## src/lmbc_pkg.sv

```systemverilog
// Shared constants for the coprocessor-master to host-bus cycle converter.
// Assumes both ends run on the same clock, clk_i; the size decoder is combinational.
package lmbc_pkg;

  // Cycle length limits, counted in clocks from the clock of the strobe.
  localparam int unsigned MIN_CYCLE_CLKS = 2;
  localparam int unsigned MIN_SINGLE_CLKS = 3;
  localparam int unsigned BURST_FIRST_CLKS = 4;
  localparam int unsigned MAX_BURST_BEATS = 4;

  // Clock index inside a cycle at which ready or burst-ready may be raised, and the beat index of the last burst transfer.
  localparam logic [2:0] SINGLE_READY_IDX = 3'(MIN_SINGLE_CLKS - 2);
  localparam logic [2:0] BURST_READY_IDX = 3'(BURST_FIRST_CLKS - 2);
  localparam logic [2:0] LAST_BEAT_IDX = 3'(MAX_BURST_BEATS - 1);

  // Widths of the coprocessor bus.
  localparam int unsigned LANES = 4;
  localparam int unsigned WORD_ADDR_W = 30;

  // Transfer size codes on the host bus, {hi, lo}.
  localparam logic [1:0] SIZE_FOUR = 2'h0;
  localparam logic [1:0] SIZE_ONE = 2'h1;
  localparam logic [1:0] SIZE_TWO = 2'h2;
  localparam logic [1:0] SIZE_THREE = 2'h3;

  // Reset value of the host-side input synchronisers: all inactive.
  localparam logic [3:0] SYNC_IDLE = 4'hf;

  // Positions of the host-side inputs in the synchroniser vector.
  localparam int unsigned SY_ACK0 = 0;
  localparam int unsigned SY_ACK1 = 1;
  localparam int unsigned SY_TERM = 2;
  localparam int unsigned SY_ACCEPT = 3;

endpackage : lmbc_pkg

```

## src/lmbc_if.sv

```systemverilog
// Coprocessor bus between the master end and the converter end.
// Assumes a single clock; every signal is sampled on its rising edge.
`timescale 1ns/1ps
`default_nettype none
interface lmbc_if;
  import lmbc_pkg::*;

  logic master_addr_strobe_n;
  logic write_read;
  logic [LANES-1:0] byte_lane_enable_n;
  logic [WORD_ADDR_W-1:0] word_addr;
  logic last_transfer_flag_n;
  logic master_ready_n;
  logic burst_ready_out_n;
  logic hold_grant;

  // The converter end answers and passes on the bus grant.
  modport dev (
    input master_addr_strobe_n,
    input write_read,
    input byte_lane_enable_n,
    input word_addr,
    input last_transfer_flag_n,
    output master_ready_n,
    output burst_ready_out_n,
    output hold_grant
  );

  // The coprocessor master end starts cycles.
  modport mst (
    output master_addr_strobe_n,
    output write_read,
    output byte_lane_enable_n,
    output word_addr,
    output last_transfer_flag_n,
    input master_ready_n,
    input burst_ready_out_n,
    input hold_grant
  );
endinterface : lmbc_if
`default_nettype wire

```

## src/lmbc_size_decode.sv

```systemverilog
// Byte-lane enable to transfer size and low address decode.
// Assumes contiguous enabled lanes; a gap still gives the lowest lane and count.
`timescale 1ns/1ps
`default_nettype none
module lmbc_size_decode
  import lmbc_pkg::*;
(
  input wire logic [LANES-1:0] byte_lane_enable_n_i,
  output logic transfer_size_hi_o,
  output logic transfer_size_lo_o,
  output logic [1:0] addr_lo_o
);

  logic [2:0] count;
  logic [1:0] first;
  logic found;

  // Count the enabled lanes and find the lowest one, purely combinationally.
  always_comb begin
    count = 3'h0;
    first = 2'h0;
    found = 1'b0;
    for (int i = 0; i < LANES; i++) begin
      if (!byte_lane_enable_n_i[i]) begin
        count = count + 3'h1;
        if (!found) begin
          first = 2'(i);
          found = 1'b1;
        end
      end
    end
  end

  // A full word encodes as size zero; other counts encode as themselves.
  assign {transfer_size_hi_o, transfer_size_lo_o} =
    (count == 3'h4) ? SIZE_FOUR : count[1:0];
  assign addr_lo_o = first;

endmodule : lmbc_size_decode
`default_nettype wire

```

## src/lmbc_bridge.sv

```systemverilog
// Converter end: turns coprocessor master cycles into host-bus strobes,
// generates waits, ready and burst-ready, and handshakes bursts.
// Assumes host-bus acknowledges come from outside and are synchronised here;
// the bus grant comes from the arbiter on the same clock.
`timescale 1ns/1ps
`default_nettype none
module lmbc_bridge
  import lmbc_pkg::*;
#(
  parameter int unsigned READ_EXTRA_WAIT = 0
) (
  input wire logic clk_i,
  input wire logic rst_n_i,
  lmbc_if.dev cop,
  input wire logic hold_grant_i,
  output logic converted_addr_strobe_n_o,
  output logic converted_data_strobe_n_o,
  output logic data_buffer_enable_out_n_o,
  output logic converted_read_write_o,
  output logic transfer_size_hi_o,
  output logic transfer_size_lo_o,
  output logic [31:0] host_addr_o,
  output logic host_oe_o,
  output logic early_cycle_select_n_o,
  output logic other_cycle_select_n_o,
  output logic cycle_select_oe_o,
  output logic burst_request_out_n_o,
  input wire logic burst_accept_in_n_i,
  input wire logic sync_termination_in_n_i,
  input wire logic port_size_ack_0_n_i,
  input wire logic port_size_ack_1_n_i
);

  typedef enum logic [2:0] {
    ST_IDLE = 3'h0,
    ST_SECOND = 3'h1,
    ST_WAIT = 3'h3,
    ST_BURST = 3'h2,
    ST_HOLD = 3'h6
  } lmbc_state_t;

  // Clock index at which a read may first see ready.
  localparam logic [2:0] READ_READY_IDX =
    3'(MIN_SINGLE_CLKS - 2 + READ_EXTRA_WAIT);

  lmbc_state_t state_q;
  logic [2:0] cnt_q;
  logic [2:0] beats_q;
  logic wr_q;
  logic breq_q;
  logic rdy_q;
  logic burst_ready_out_q;
  logic ack_armed_q;
  logic as_q;
  logic ds_q;
  logic dben_q;
  logic rw_q;
  logic [3:0] sync1_q;
  logic [3:0] sync2_q;
  logic ack_n;
  logic term_n;
  logic accept_n;
  logic starting;
  logic ready_ok;
  logic [2:0] ready_idx;
  logic [1:0] addr_lo;
  lmbc_state_t end_state;

  ////////////////////////////////////////////////////////////////////////////
  // Host-bus inputs

  // Two flip-flops before any logic looks at the host-bus handshakes.
  always_ff @(posedge clk_i or negedge rst_n_i) begin
    if (!rst_n_i) begin
      sync1_q <= SYNC_IDLE;
      sync2_q <= SYNC_IDLE;
    end else begin
      sync1_q <= {burst_accept_in_n_i, sync_termination_in_n_i,
                  port_size_ack_1_n_i, port_size_ack_0_n_i};
      sync2_q <= sync1_q;
    end
  end

  // Either port acknowledge pulls the combined ready low.
  assign ack_n = sync2_q[SY_ACK0] & sync2_q[SY_ACK1];
  assign term_n = sync2_q[SY_TERM];
  assign accept_n = sync2_q[SY_ACCEPT];

  ////////////////////////////////////////////////////////////////////////////
  // Cycle sequencing

  // A new cycle may begin from idle or during the write hold clock.
  assign starting = ((state_q == ST_IDLE) || (state_q == ST_HOLD)) &&
                    !cop.master_addr_strobe_n;
  assign ready_idx = wr_q ? SINGLE_READY_IDX : READ_READY_IDX;
  assign ready_ok = !rdy_q && !ack_n && ack_armed_q && (cnt_q >= ready_idx);
  assign end_state = wr_q ? ST_HOLD : ST_IDLE;

  // Cycle state, clock index, beat count and burst request.
  always_ff @(posedge clk_i or negedge rst_n_i) begin
    if (!rst_n_i) begin
      state_q <= ST_IDLE;
      cnt_q <= 3'h0;
      beats_q <= 3'h0;
      wr_q <= 1'b0;
      breq_q <= 1'b0;
    end else if (!hold_grant_i) begin
      state_q <= ST_IDLE;
      cnt_q <= 3'h0;
      beats_q <= 3'h0;
      breq_q <= 1'b0;
    end else begin
      if (cnt_q != 3'h7) begin
        cnt_q <= cnt_q + 3'h1;
      end
      unique case (state_q)
        ST_IDLE, ST_HOLD: begin
          if (starting) begin
            state_q <= ST_SECOND;
            cnt_q <= 3'h1;
            beats_q <= 3'h0;
            wr_q <= cop.write_read;
          end else begin
            state_q <= ST_IDLE;
          end
        end
        ST_SECOND: begin
          state_q <= ST_WAIT;
          breq_q <= cop.last_transfer_flag_n;
        end
        ST_WAIT: begin
          if (rdy_q) begin
            state_q <= end_state;
            breq_q <= 1'b0;
          end else if (breq_q && !accept_n) begin
            state_q <= ST_BURST;
          end
        end
        ST_BURST: begin
          if (burst_ready_out_q) begin
            beats_q <= beats_q + 3'h1;
          end
          if (rdy_q) begin
            state_q <= end_state;
            breq_q <= 1'b0;
          end
        end
      endcase
    end
  end

  ////////////////////////////////////////////////////////////////////////////
  // Ready generation

  // Ready and burst-ready are single-clock answers to the master.
  always_ff @(posedge clk_i or negedge rst_n_i) begin
    if (!rst_n_i) begin
      rdy_q <= 1'b0;
      burst_ready_out_q <= 1'b0;
      ack_armed_q <= 1'b1;
    end else begin
      // A held acknowledge is stale until it has been seen released once.
      ack_armed_q <= ack_n || (ack_armed_q && !rdy_q);
      rdy_q <= 1'b0;
      burst_ready_out_q <= 1'b0;
      if (hold_grant_i) begin
        unique case (state_q)
          ST_SECOND: begin
            // Only a single-transfer cycle may end this early.
            rdy_q <= ready_ok && !cop.last_transfer_flag_n;
          end
          ST_WAIT: begin
            // Without an accepted burst the memory answers plainly.
            rdy_q <= ready_ok && !(breq_q && !accept_n);
          end
          ST_BURST: begin
            if (!rdy_q && !term_n && (cnt_q >= BURST_READY_IDX)) begin
              if (!cop.last_transfer_flag_n ||
                  (beats_q + 3'(burst_ready_out_q) >= LAST_BEAT_IDX)) begin
                rdy_q <= 1'b1;
              end else begin
                burst_ready_out_q <= 1'b1;
              end
            end
          end
          default: begin
          end
        endcase
      end
    end
  end

  ////////////////////////////////////////////////////////////////////////////
  // Host strobes

  // Registered host strobes follow the master strobe, direction and ready.
  always_ff @(posedge clk_i or negedge rst_n_i) begin
    if (!rst_n_i) begin
      as_q <= 1'b0;
      ds_q <= 1'b0;
      dben_q <= 1'b0;
      rw_q <= 1'b1;
    end else if (!hold_grant_i) begin
      as_q <= 1'b0;
      ds_q <= 1'b0;
      dben_q <= 1'b0;
      rw_q <= 1'b1;
    end else if (starting) begin
      as_q <= 1'b1;
      dben_q <= 1'b1;
      ds_q <= !cop.write_read;
      rw_q <= !cop.write_read;
    end else if (state_q == ST_HOLD) begin
      dben_q <= 1'b0;
    end else if (rdy_q) begin
      as_q <= 1'b0;
      ds_q <= 1'b0;
      dben_q <= wr_q;
    end else if (state_q == ST_SECOND) begin
      ds_q <= 1'b1;
    end
  end

  ////////////////////////////////////////////////////////////////////////////
  // Outputs

  lmbc_size_decode u_size (
    .byte_lane_enable_n_i(cop.byte_lane_enable_n),
    .transfer_size_hi_o(transfer_size_hi_o),
    .transfer_size_lo_o(transfer_size_lo_o),
    .addr_lo_o(addr_lo)
  );

  // Host outputs drive only while the master holds the bus.
  assign host_oe_o = hold_grant_i;
  assign host_addr_o = {cop.word_addr, addr_lo};
  assign converted_addr_strobe_n_o = !as_q;
  assign converted_data_strobe_n_o = !ds_q;
  assign data_buffer_enable_out_n_o = !dben_q;
  assign converted_read_write_o = rw_q;
  assign early_cycle_select_n_o = cop.master_addr_strobe_n;
  assign other_cycle_select_n_o = cop.master_addr_strobe_n;
  assign cycle_select_oe_o = hold_grant_i;
  assign burst_request_out_n_o = !breq_q;
  assign cop.master_ready_n = !rdy_q;
  assign cop.burst_ready_out_n = !burst_ready_out_q;
  assign cop.hold_grant = hold_grant_i;

endmodule : lmbc_bridge
`default_nettype wire

```

## src/flat_wrapper.sv

```systemverilog
// flat-port wrapper written by rule: the top's interface ports become plain ports
module lmbc_bridge_flat import lmbc_pkg::*;
#(
  parameter int unsigned READ_EXTRA_WAIT = 0
)
  (clk_i, rst_n_i, hold_grant_i, converted_addr_strobe_n_o, converted_data_strobe_n_o, data_buffer_enable_out_n_o, converted_read_write_o, transfer_size_hi_o, transfer_size_lo_o, host_addr_o, host_oe_o, early_cycle_select_n_o, other_cycle_select_n_o, cycle_select_oe_o, burst_request_out_n_o, burst_accept_in_n_i, sync_termination_in_n_i, port_size_ack_0_n_i, port_size_ack_1_n_i, cop_master_addr_strobe_n, cop_write_read, cop_byte_lane_enable_n, cop_word_addr, cop_last_transfer_flag_n, cop_master_ready_n, cop_burst_ready_out_n, cop_hold_grant);
  lmbc_if cop_i ();
  input wire logic clk_i;
  input wire logic rst_n_i;
  input wire logic hold_grant_i;
  output logic converted_addr_strobe_n_o;
  output logic converted_data_strobe_n_o;
  output logic data_buffer_enable_out_n_o;
  output logic converted_read_write_o;
  output logic transfer_size_hi_o;
  output logic transfer_size_lo_o;
  output logic [31:0] host_addr_o;
  output logic host_oe_o;
  output logic early_cycle_select_n_o;
  output logic other_cycle_select_n_o;
  output logic cycle_select_oe_o;
  output logic burst_request_out_n_o;
  input wire logic burst_accept_in_n_i;
  input wire logic sync_termination_in_n_i;
  input wire logic port_size_ack_0_n_i;
  input wire logic port_size_ack_1_n_i;
  input wire logic [$bits(cop_i.master_addr_strobe_n)-1:0] cop_master_addr_strobe_n;
  input wire logic [$bits(cop_i.write_read)-1:0] cop_write_read;
  input wire logic [$bits(cop_i.byte_lane_enable_n)-1:0] cop_byte_lane_enable_n;
  input wire logic [$bits(cop_i.word_addr)-1:0] cop_word_addr;
  input wire logic [$bits(cop_i.last_transfer_flag_n)-1:0] cop_last_transfer_flag_n;
  output wire logic [$bits(cop_i.master_ready_n)-1:0] cop_master_ready_n;
  output wire logic [$bits(cop_i.burst_ready_out_n)-1:0] cop_burst_ready_out_n;
  output wire logic [$bits(cop_i.hold_grant)-1:0] cop_hold_grant;
  assign cop_i.master_addr_strobe_n = cop_master_addr_strobe_n;
  assign cop_i.write_read = cop_write_read;
  assign cop_i.byte_lane_enable_n = cop_byte_lane_enable_n;
  assign cop_i.word_addr = cop_word_addr;
  assign cop_i.last_transfer_flag_n = cop_last_transfer_flag_n;
  assign cop_master_ready_n = cop_i.master_ready_n;
  assign cop_burst_ready_out_n = cop_i.burst_ready_out_n;
  assign cop_hold_grant = cop_i.hold_grant;
  lmbc_bridge #(.READ_EXTRA_WAIT(READ_EXTRA_WAIT)) u_core (.clk_i(clk_i), .rst_n_i(rst_n_i), .cop(cop_i), .hold_grant_i(hold_grant_i), .converted_addr_strobe_n_o(converted_addr_strobe_n_o), .converted_data_strobe_n_o(converted_data_strobe_n_o), .data_buffer_enable_out_n_o(data_buffer_enable_out_n_o), .converted_read_write_o(converted_read_write_o), .transfer_size_hi_o(transfer_size_hi_o), .transfer_size_lo_o(transfer_size_lo_o), .host_addr_o(host_addr_o), .host_oe_o(host_oe_o), .early_cycle_select_n_o(early_cycle_select_n_o), .other_cycle_select_n_o(other_cycle_select_n_o), .cycle_select_oe_o(cycle_select_oe_o), .burst_request_out_n_o(burst_request_out_n_o), .burst_accept_in_n_i(burst_accept_in_n_i), .sync_termination_in_n_i(sync_termination_in_n_i), .port_size_ack_0_n_i(port_size_ack_0_n_i), .port_size_ack_1_n_i(port_size_ack_1_n_i));
endmodule
```

## config.mk

```make
export PLATFORM = sky130hd
export DESIGN_NAME = lmbc_bridge_flat
export DESIGN_NICKNAME = d
export VERILOG_FILES = /design/src/lmbc_pkg.sv /design/src/lmbc_if.sv /design/src/lmbc_size_decode.sv /design/src/lmbc_bridge.sv /design/src/flat_wrapper.sv
export SDC_FILE = /design/constraint.sdc
export NUM_CORES = 1
export LEC_CHECK = 0
export BUFFER_PORTS_ARGS = -buffer_cell sky130_fd_sc_hd__buf_4
export CAP_MARGIN = 20
export CORE_MARGIN = 4
export CORE_UTILIZATION = 45
export CTS_CLUSTER_DIAMETER = 60
export DETAILED_ROUTE_END_ITERATION = 10
export PLACE_DENSITY = 0.87
export SYNTH_ARGS = -nofsm -noshare
export SYNTH_HDL_FRONTEND = slang
export SYNTH_SLANG_ARGS = --single-unit
```

## constraint.sdc

```tcl
create_clock -name clk_i -period 4.4 [get_ports clk_i]
set_input_delay 0.44 -clock clk_i [delete_from_list [all_inputs] [get_ports clk_i]]
set_output_delay 0.44 -clock clk_i [all_outputs]
set_load 0.02 [all_outputs]
```

# Yosys cells after proc, flatten, opt, wreduce, memory -nomap -nowiden
# Index checks and enable logic that the tools add are counted.
dict set report totals {
  ff_bits 26
  output_inout_bits 46
  wordCells 131
}
dict set report op_classes {
  n_addsub 6
  order_cmp 3
  n_eq_ne 18
  muxes 54
  bitwise 1
  reduce_logical 35
}
# operator count
set op_table {}
lappend op_table {{3-bit two-way mux} 15}
lappend op_table {{1-bit two-way mux} 30}
lappend op_table {{3-bit by 2-bit inequality test with 1-bit output (second input constant)} 6}
lappend op_table {{3-bit by 1-bit adder with 3-bit output (second input constant)} 5}
lappend op_table {{1-bit logical NOT} 13}
lappend op_table {{3-bit case mux with 4 select lines} 1}
lappend op_table {{1-bit logical AND} 10}
lappend op_table {{2-bit two-way mux} 5}
lappend op_table {{4-bit by 1-bit inequality test with 1-bit output (second input constant)} 2}
lappend op_table {{2-bit AND reduction} 4}
lappend op_table {{3-bit by 2-bit equality test with 1-bit output (second input constant)} 2}
lappend op_table {{3-bit equality test (second input constant)} 2}
lappend op_table {{3-bit by 2-bit greater-or-equal comparator with 1-bit output (second input constant)} 2}
lappend op_table {{3-bit by 1-bit inequality test with 1-bit output (second input constant)} 2}
lappend op_table {{3-bit case mux with 2 select lines} 1}
lappend op_table {{3-bit AND reduction} 2}
lappend op_table {{4-bit by 2-bit inequality test with 1-bit output (second input constant)} 1}
lappend op_table {{2-bit OR reduction} 2}
lappend op_table {{3-bit by 1-bit adder with 3-bit output} 1}
lappend op_table {{3-bit by 1-bit equality test with 1-bit output (second input constant)} 1}
lappend op_table {{3-bit by 1-bit greater-or-equal comparator with 1-bit output (second input constant)} 1}
lappend op_table {{3-bit logical NOT} 1}
lappend op_table {{1-bit logical OR} 3}
lappend op_table {{3-bit inequality test (second input constant)} 1}
lappend op_table {{other kinds (4)} 4}

# Depth between registers and ports, before layout
# Gate-level depths: netlist of run 1.
dict set report depth {
  depth_word 9
  ltp_mapped 6
  depth_no_buf 6
}

# Modules after synthesis
# From an unflattened synthesis of run 1, not the netlist that was laid out.
dict set report hier_totals {
  hier_cells 178
  area_unflattened_um2 1717.9
}
# mod instances cells_each area_per_inst_um2 seq_area_each_um2
set modules_own_cells {}
lappend modules_own_cells {lmbc_bridge 1 161 1567.8 663.1}
lappend modules_own_cells {lmbc_size_decode 1 17 150.1 0.0}

# Worst setup path after synthesis of run 1
# Ideal clock, no wire load.
dict set report synth_timing {
  path_type {input -> output}
  from {input cop_byte_lane_enable_n[0]}
  to {output transfer_size_hi_o}
  arrival_ns 1.529
  required_time_ns 3.960
  path_slack_ns 2.431
  stages 5
  n_path_buf 0
  cell_sequence {inv_1 ha_1 xnor2_1 ha_1 mux2_2}
}
dict set report synth_between {
  elab_chain_cells 9
}
# element line_no
set synth_rtl {}
lappend synth_rtl {{start, declared} flat_wrapper.sv:29} ;# input wire logic [$bits(cop_i.byte_lane_enable_n)-1:0] cop_byte_lane_enable_n;
lappend synth_rtl {{1-bit two-way mux (*)} lmbc_size_decode.sv:24} ;# if (!byte_lane_enable_n_i[i]) begin
lappend synth_rtl {{3-bit by 1-bit adder with 3-bit output} lmbc_size_decode.sv:25} ;# count = count + 3'h1;
lappend synth_rtl {{3-bit two-way mux (*)} lmbc_size_decode.sv:24}
lappend synth_rtl {{3-bit by 1-bit adder with 3-bit output} lmbc_size_decode.sv:25}
lappend synth_rtl {{3-bit two-way mux (*)} lmbc_size_decode.sv:24}
lappend synth_rtl {{3-bit by 1-bit adder with 3-bit output} lmbc_size_decode.sv:25}
lappend synth_rtl {{3-bit two-way mux (*)} lmbc_size_decode.sv:24}
lappend synth_rtl {{3-bit equality test} lmbc_size_decode.sv:36} ;# (count == 3'h4) ? SIZE_FOUR : count[1:0];
lappend synth_rtl {{2-bit two-way mux (*)} lmbc_size_decode.sv:36}
lappend synth_rtl {{end, declared} flat_wrapper.sv:15} ;# output logic transfer_size_hi_o;
# Every way passes the cells marked *; elsewhere a longest branch is shown, timed or not.

# Worst setup path in the final report of run 1
# Ends and elaborated chain as after synthesis.

==> metrics.cfg, run 1 <==
[run_status]
status = completed

[power]
power_frac_seq_pct = 50.2
vdd_ir_drop_max_mv = 0.164
power_switching_uw = 151
p_per_area_nw_per_um2 = 317
p_comb_share_pct = 21.8
leakage_uw = 0.000799
clockPowerShare_pct = 28.0
internal_power_uw = 394
switching_share_pct = 27.7

[route]
wl_per_cell_um = 13.6
postRouteAntennaNets = 0
viasPerCell = 5.30
firstDrtPassIters = 2
dr.first_iter.drc_count = 26
drcViolationCount = 0
vias = 1114
drt_wl_total_um = 2860

[floorplan]
die_height_um = 69.2
start_util_pct = 48.6
die-area_sq_um = 4790
io_pins = 90
core-area_sq_um = 3470
rows = 21
die_width_um = 69.2

[critical_path]
r2r_slack_ps = 2820
critPathCaptureType = output pin
cp_slowest_cell = ha_1
required_ps = 3960
crit_chain = buf_4 -> inv_1 -> ha_1 -> xnor2_1 -> ha_1 -> mux2_2 -> buf_4
startpoint_type = input pin
worst-path-max-fanout = 3
crit_path_max_incr_delay_ps = 300
startpoint = cop_byte_lane_enable_n[0]
arrival_ps = 1810
rr_endpoint = u_core.wr_q$_DFFE_PN0P_
reg2reg_depth = 4
worstSetupPathType = in2out
rr_startpoint = u_core.state_q[1]$_DFFE_PN0P_

[logic_synthesis]
yosysTopAreaCellShare_pct = 23.7
synthArstFlopShare_pct = 100
netlist_area_sq_um = 1690
synth_edf_count = 0
synth_seq_cells = 26
synth_ff_type = dfrtp_1
ys_seq_area_share_pct = 39.3
yosysWarningCount = 0
netlist_instances = 170
avgSynthCellArea_sq_um = 9.92
synth_fp_nets = 224
synth_area_leaders = dfrtp_1, buf_4, dfstp_2
ys_types = 44
synth_top_area_cell = dfrtp_1

[cts]
cts_tree = built
cts_setup_buffers = 0
root_buffer = clkbuf_8
numCtsBuffers = 3
clock_sinks = 26
hold_buffers = 0
clk_latency_ps = 270
cts_resized = 0
htreeDepth = 1
clkTransAtPathRegs_ps = 90
clk_path_buf_depth = 2

[timing]
rsz0062_at_grt = false
fin_tns_setup_ps = 0
maxSlewViolCount = 0
finalCritPeriodShare_pct = 51.0
hold_viol_final = 0
maxSlewHeadroom_pct = 74.4
fin_hold_ws_ps = 57.1
layout_setup_ws_ps = 2150
setup_viol = 0
finalCriticalPeriod_ps = 2250
max_slew.worst_pin.slew_ps = 385
max_freq_ghz = 0.445
clock_skew_ps = 4.66

[grt]
gr-total-overflow = 0
antenna_found_initial = 0
grt_util_all_layers_pct = 11.7
grt_pass1_vias = 1084
grt_pass1_wl_um = 4650
grt_max_degree = 27

[flow_run]
cap_violations = 0

[layout]
final_cell_area_sq_um = 1720
diodes = 0
layout_commonest_cell = buf_4
final_nets = 219
n_fill_cell = 325
drive_above_1_share_pct = 32.3
final_cell_mix = buf_4, dfrtp_1, nand2_1, inv_1
syn_to_final_growth_pct = 2.23

[place]
dp_hpwl_um = 2140
gp_congestion = 0.771
placed_cell_area_sq_um = 1670
portBuffers = 29
place_ws_ps = 2150

[min_path]
hp-class = in2async

==> sequential cells by signal, summed over array words and instances (netlist names), 3 cells and up <==
name            count
u_core.beats_q      3
u_core.sync2_q      4
u_core.state_q      3
u_core.sync1_q      4
u_core.cnt_q        3
==> cell type report <==
cell class,count,area (sq um),share of cell area [%]
timing repair buffer,29,218,12.6
sequential,26,663,38.5
inverter,12,45.0,2.61
clock buffer,4,55.1,3.19
multi-input combinational,93,686,39.8
tap,46,57.6,3.34
==> how the worst max path moves through the flow <==
| stage | to | cells past startpoint |
|---|---|---|
| global route | transfer_size_hi_o | 7 |
| floorplan | transfer_size_hi_o | 5 |
| detailed placement | transfer_size_hi_o | 7 |
| global placement | transfer_size_hi_o | 7 |
| finish | transfer_size_hi_o | 7 |
| CTS | transfer_size_hi_o | 7 |
==> power by group through the flow <==
stage | Clock (uW) | Sequential, uW | Combinational [uW]
floorplan | 0 | 272 | 123
global placement | 0 | 277 | 116
detailed placement | 0 | 279 | 120
CTS | 157 | 274 | 120
global route | 168 | 276 | 132
finish | 153 | 274 | 119
==> worst max-delay path: cells and delay by family <==
family,cells,cell delay (ps)
mux,1,260
xor+xnor,1,240
buf+inv,3,290
fa+ha+maj,2,570
==> stage by stage <==
stage	util [%]	total power (uW)	cells
2_1_floorplan	-	395	170
3_3_place_gp	48.1	394	206
3_5_place_dp	48.1	399	206
4_1_cts	49.7	552	210
5_1_grt	49.7	576	210
6_report	49.7	546	210
==> metal layers <==
metal / GRT usage (%) / vias up / wire (um)
met2: 21.6 / 31 / 1490
met3: 3.77 / 10 / 138
met5: 0 / - / 0
met4: 3.04 / 0 / 35
met1: 12.8 / 550 / 1190
li1: - / 523 / -
==> cell usage after synthesis (3+ instances only) <==
cell type	instances
a31oi_1	3
inv_1	12
ha_1	10
dfstp_2	10
and3_1	3
xnor2_1	4
nor2b_1	6
nor2_1	4
nand2_1	15
buf_4	35
o21a_1	3
o21ai_0	8
dfrtp_1	16
==> cells by family (layout without fill, tap and decap cells) <==
group	Yosys count	count (layout)	synth area share, %
flops	26	26	39.3
mux	4	4	2.82
xor+xnor	4	4	2.08
simple gates	46	46	16.5
buf+inv	51	45	20.0
compound gates	29	29	11.9
fa+ha+maj	10	10	7.42
(Power assumes the default switching activity.)
==> inputs of run 2 (changes only) <==
==> constraint.sdc (replaced) <==
create_clock -name clk_i -period 2.2 [get_ports clk_i]
set_input_delay 0.22 -clock clk_i [delete_from_list [all_inputs] [get_ports clk_i]]
set_output_delay 0.22 -clock clk_i [all_outputs]
set_load 0.02 [all_outputs]
==> run 2 against run 1 <==
Compared with the run above: core utilization is the same; setup slack lost 1700 ps; design area is the same; clock skew grew 4.4 ps; routed wire length shrank 2.3%; first-iteration DRC count grew 130%; register-to-register slack lost 2200 ps; flip-flop and latch count is the same; global-route usage grew 0.58 points; sequential power grew 100%; critical endpoint unchanged; non-clock buffer count grew 1; die area is the same.
==> metrics.cfg, run 2 (synthesis results as in run 1) <==
[timing]
max_slew.worst_pin.slew_ps = 399  ; +14.6 ps
max_freq_ghz = 0.568
setup_viol = 0  ; unchanged
hold_viol_final = 0  ; unchanged
fin_hold_ws_ps = 59.8  ; +2.75 ps
maxSlewHeadroom_pct = 73.4  ; -0.97 points
maxSlewViolCount = 0  ; unchanged
rsz0062_at_grt = false
finalCriticalPeriod_ps = 1760
clock_skew_ps = 9.10  ; +4.44 ps
fin_tns_setup_ps = 0  ; unchanged
finalCritPeriodShare_pct = 80.0

[power]
clockPowerShare_pct = 25.4  ; -2.6 points
switching_share_pct = 28.0  ; +0.22 points
p_per_area_nw_per_um2 = 611  ; +93%
vdd_ir_drop_max_mv = 0.432  ; +160%
power_frac_seq_pct = 52.0  ; +1.8 points
leakage_uw = 0.000797  ; -0.23%
p_comb_share_pct = 22.6  ; +0.8 points
power_switching_uw = 295  ; +95%
total_power_uw = 1050  ; +93%
internal_power_uw = 759  ; +93%

[min_path]
hp-class = in2reg
hold_depth = 1
worst_hold_path.endpoint = u_core.sync1_q[0]$_DFF_PN1_
holdCritStartpoint = port_size_ack_0_n_i

[layout]
n_fill_cell = 337  ; +3.7%
drive_above_1_share_pct = 31.5  ; -0.80 points
layout_commonest_cell = buf_4
final_nets = 220  ; +0.46%
syn_to_final_growth_pct = 2.23  ; unchanged
diodes = 0  ; unchanged
largestRegisters = u_core.sync1_q (4), u_core.sync2_q (4)
final_cell_mix = buf_4, dfrtp_1, nand2_1, inv_1

[route]
firstDrtPassIters = 4  ; +2
dr.first_iter.drc_count = 61  ; +130%
viasPerCell = 5.16  ; -2.7%
vias = 1089  ; -2.2%
postRouteAntennaNets = 0  ; unchanged
drcViolationCount = 0  ; unchanged
drt_wl_total_um = 2790  ; -2.3%
wl_per_cell_um = 13.2  ; -2.8%

[cts]
clk_latency_ps = 270  ; about the same
clk_path_buf_depth = 2  ; unchanged
htreeDepth = 1  ; unchanged
root_buffer = clkbuf_8
clock_sinks = 26  ; unchanged
cts_tree = built
numCtsBuffers = 3  ; unchanged
clkTransAtPathRegs_ps = 80  ; about the same

[grt]
grt_busiest_layer = met2
grt_max_degree = 27  ; unchanged
met3_usage_pct = 4.35  ; +0.58 points
grt_pass1_wl_um = 4850  ; +4.3%
gr-total-overflow = 0  ; unchanged
antenna_found_initial = 0  ; unchanged
use_met2_pct = 21.2  ; -0.42 points
grt_pass1_vias = 1071  ; -1.2%
global_route.usage.met1_pct = 14.4  ; +1.6 points
grt_util_all_layers_pct = 12.3  ; +0.58 points

[floorplan]
rows = 21  ; unchanged
start_util_pct = 48.6  ; unchanged
io_pins = 90  ; unchanged
die_height_um = 69.2  ; unchanged
die_width_um = 69.2  ; unchanged
die-area_sq_um = 4790  ; unchanged
core-area_sq_um = 3470  ; unchanged

[run_status]
status = completed

[critical_path]
critPathCaptureType = output pin
reg2reg_depth = 4  ; unchanged
startpoint = cop_byte_lane_enable_n[0]
required_ps = 1980  ; -1980 ps
crit_path_max_incr_delay_ps = 300  ; about the same
r2r_slack_ps = 620  ; -2200 ps
crit_chain = buf_4 -> inv_1 -> ha_1 -> xnor2_1 -> ha_1 -> mux2_2 -> buf_4
arrival_ps = 1540  ; -270 ps
worstSetupPathType = in2out
rr_endpoint = u_core.wr_q$_DFFE_PN0P_
worst-path-max-fanout = 3  ; unchanged
startpoint_type = input pin
cp_slowest_cell = ha_1
rr_startpoint = u_core.state_q[1]$_DFFE_PN0P_

[flow_run]
cap_violations = 0  ; unchanged

[place]
portBuffers = 29  ; unchanged
gp_congestion = 0.775  ; +0.44%
dp_hpwl_um = 2060  ; -3.5%

## run 2: cell types whose count changed in the layout (fill, tap and decap cells not counted)
cell | before | now
clkbuf_1 | 0 | 1
clkbuf_8 | 4 | 3
dlygate4sd3_1 | 0 | 1
## run 2: cell type report
cell class                      instances  area (sq um)  share of cell area (%)
Multi-Input combinational cell         93           686                    39.8
Sequential cell                        26           663                    38.5
Timing Repair Buffer                   30           228                    13.2
Tap cell                               46          57.6                    3.34
Clock buffer                            4          45.0                    2.61
Inverter                               12          45.0                    2.61
## run 2: worst max path at each step
| stage | slack (ps) | depth (start not counted) | to |
|---|---|---|---|
| after floorplan | 670 | 5 | transfer_size_hi_o |
| after global placement | 450 | 7 | transfer_size_hi_o |
| after detailed placement | 420 | 7 | transfer_size_hi_o |
| after CTS | 420 | 7 | transfer_size_hi_o |
| after global routing | 330 | 7 | transfer_size_hi_o |
| final | 440 | 7 | transfer_size_hi_o |
## run 2: critical path, delay by kind of cell
family / cells / cell delay, ps
buffers and inverters: 3 / 280
adder cells (fa/ha/maj): 2 / 560
multiplexers: 1 / 250
XOR/XNOR: 1 / 220
## run 2: per-stage QoR
step	setup slack (ps)	utilization [%]	instance area, sq um	instances
2_1_floorplan	671	-	1690	170
3_3_place_gp	454	48.1	1670	206
3_5_place_dp	421	48.1	1670	206
4_1_cts	421	49.7	1720	211
5_1_grt	334	49.7	1720	211
6_report	439	49.7	1720	211
## run 2: routing by layer
layer / vias up / part of all wire, % / routed length, um
li1: 522 / - / -
met1: 521 / 41 / 1150
met2: 40 / 52 / 1440
met3: 6 / 6.8 / 190
met4: 0 / 0.61 / 17
met5: - / 0 / 0
## run 2: timing repair
action	in CTS	in global routing
endpoints found under the hold margin	16	0
setup endpoints to repair	0	0
resized for setup	0	0
hold buffers	1	0
buffers inserted	0	0
## run 2: power groups by stage
stage               clock network [uW]  registers [uW]  logic, uW
detailed placement                   0             557        239
CTS                                281             548        241
finish                             268             548        238
global placement                     0             555        233
floorplan                            0             544        247
global route                       302             554        262
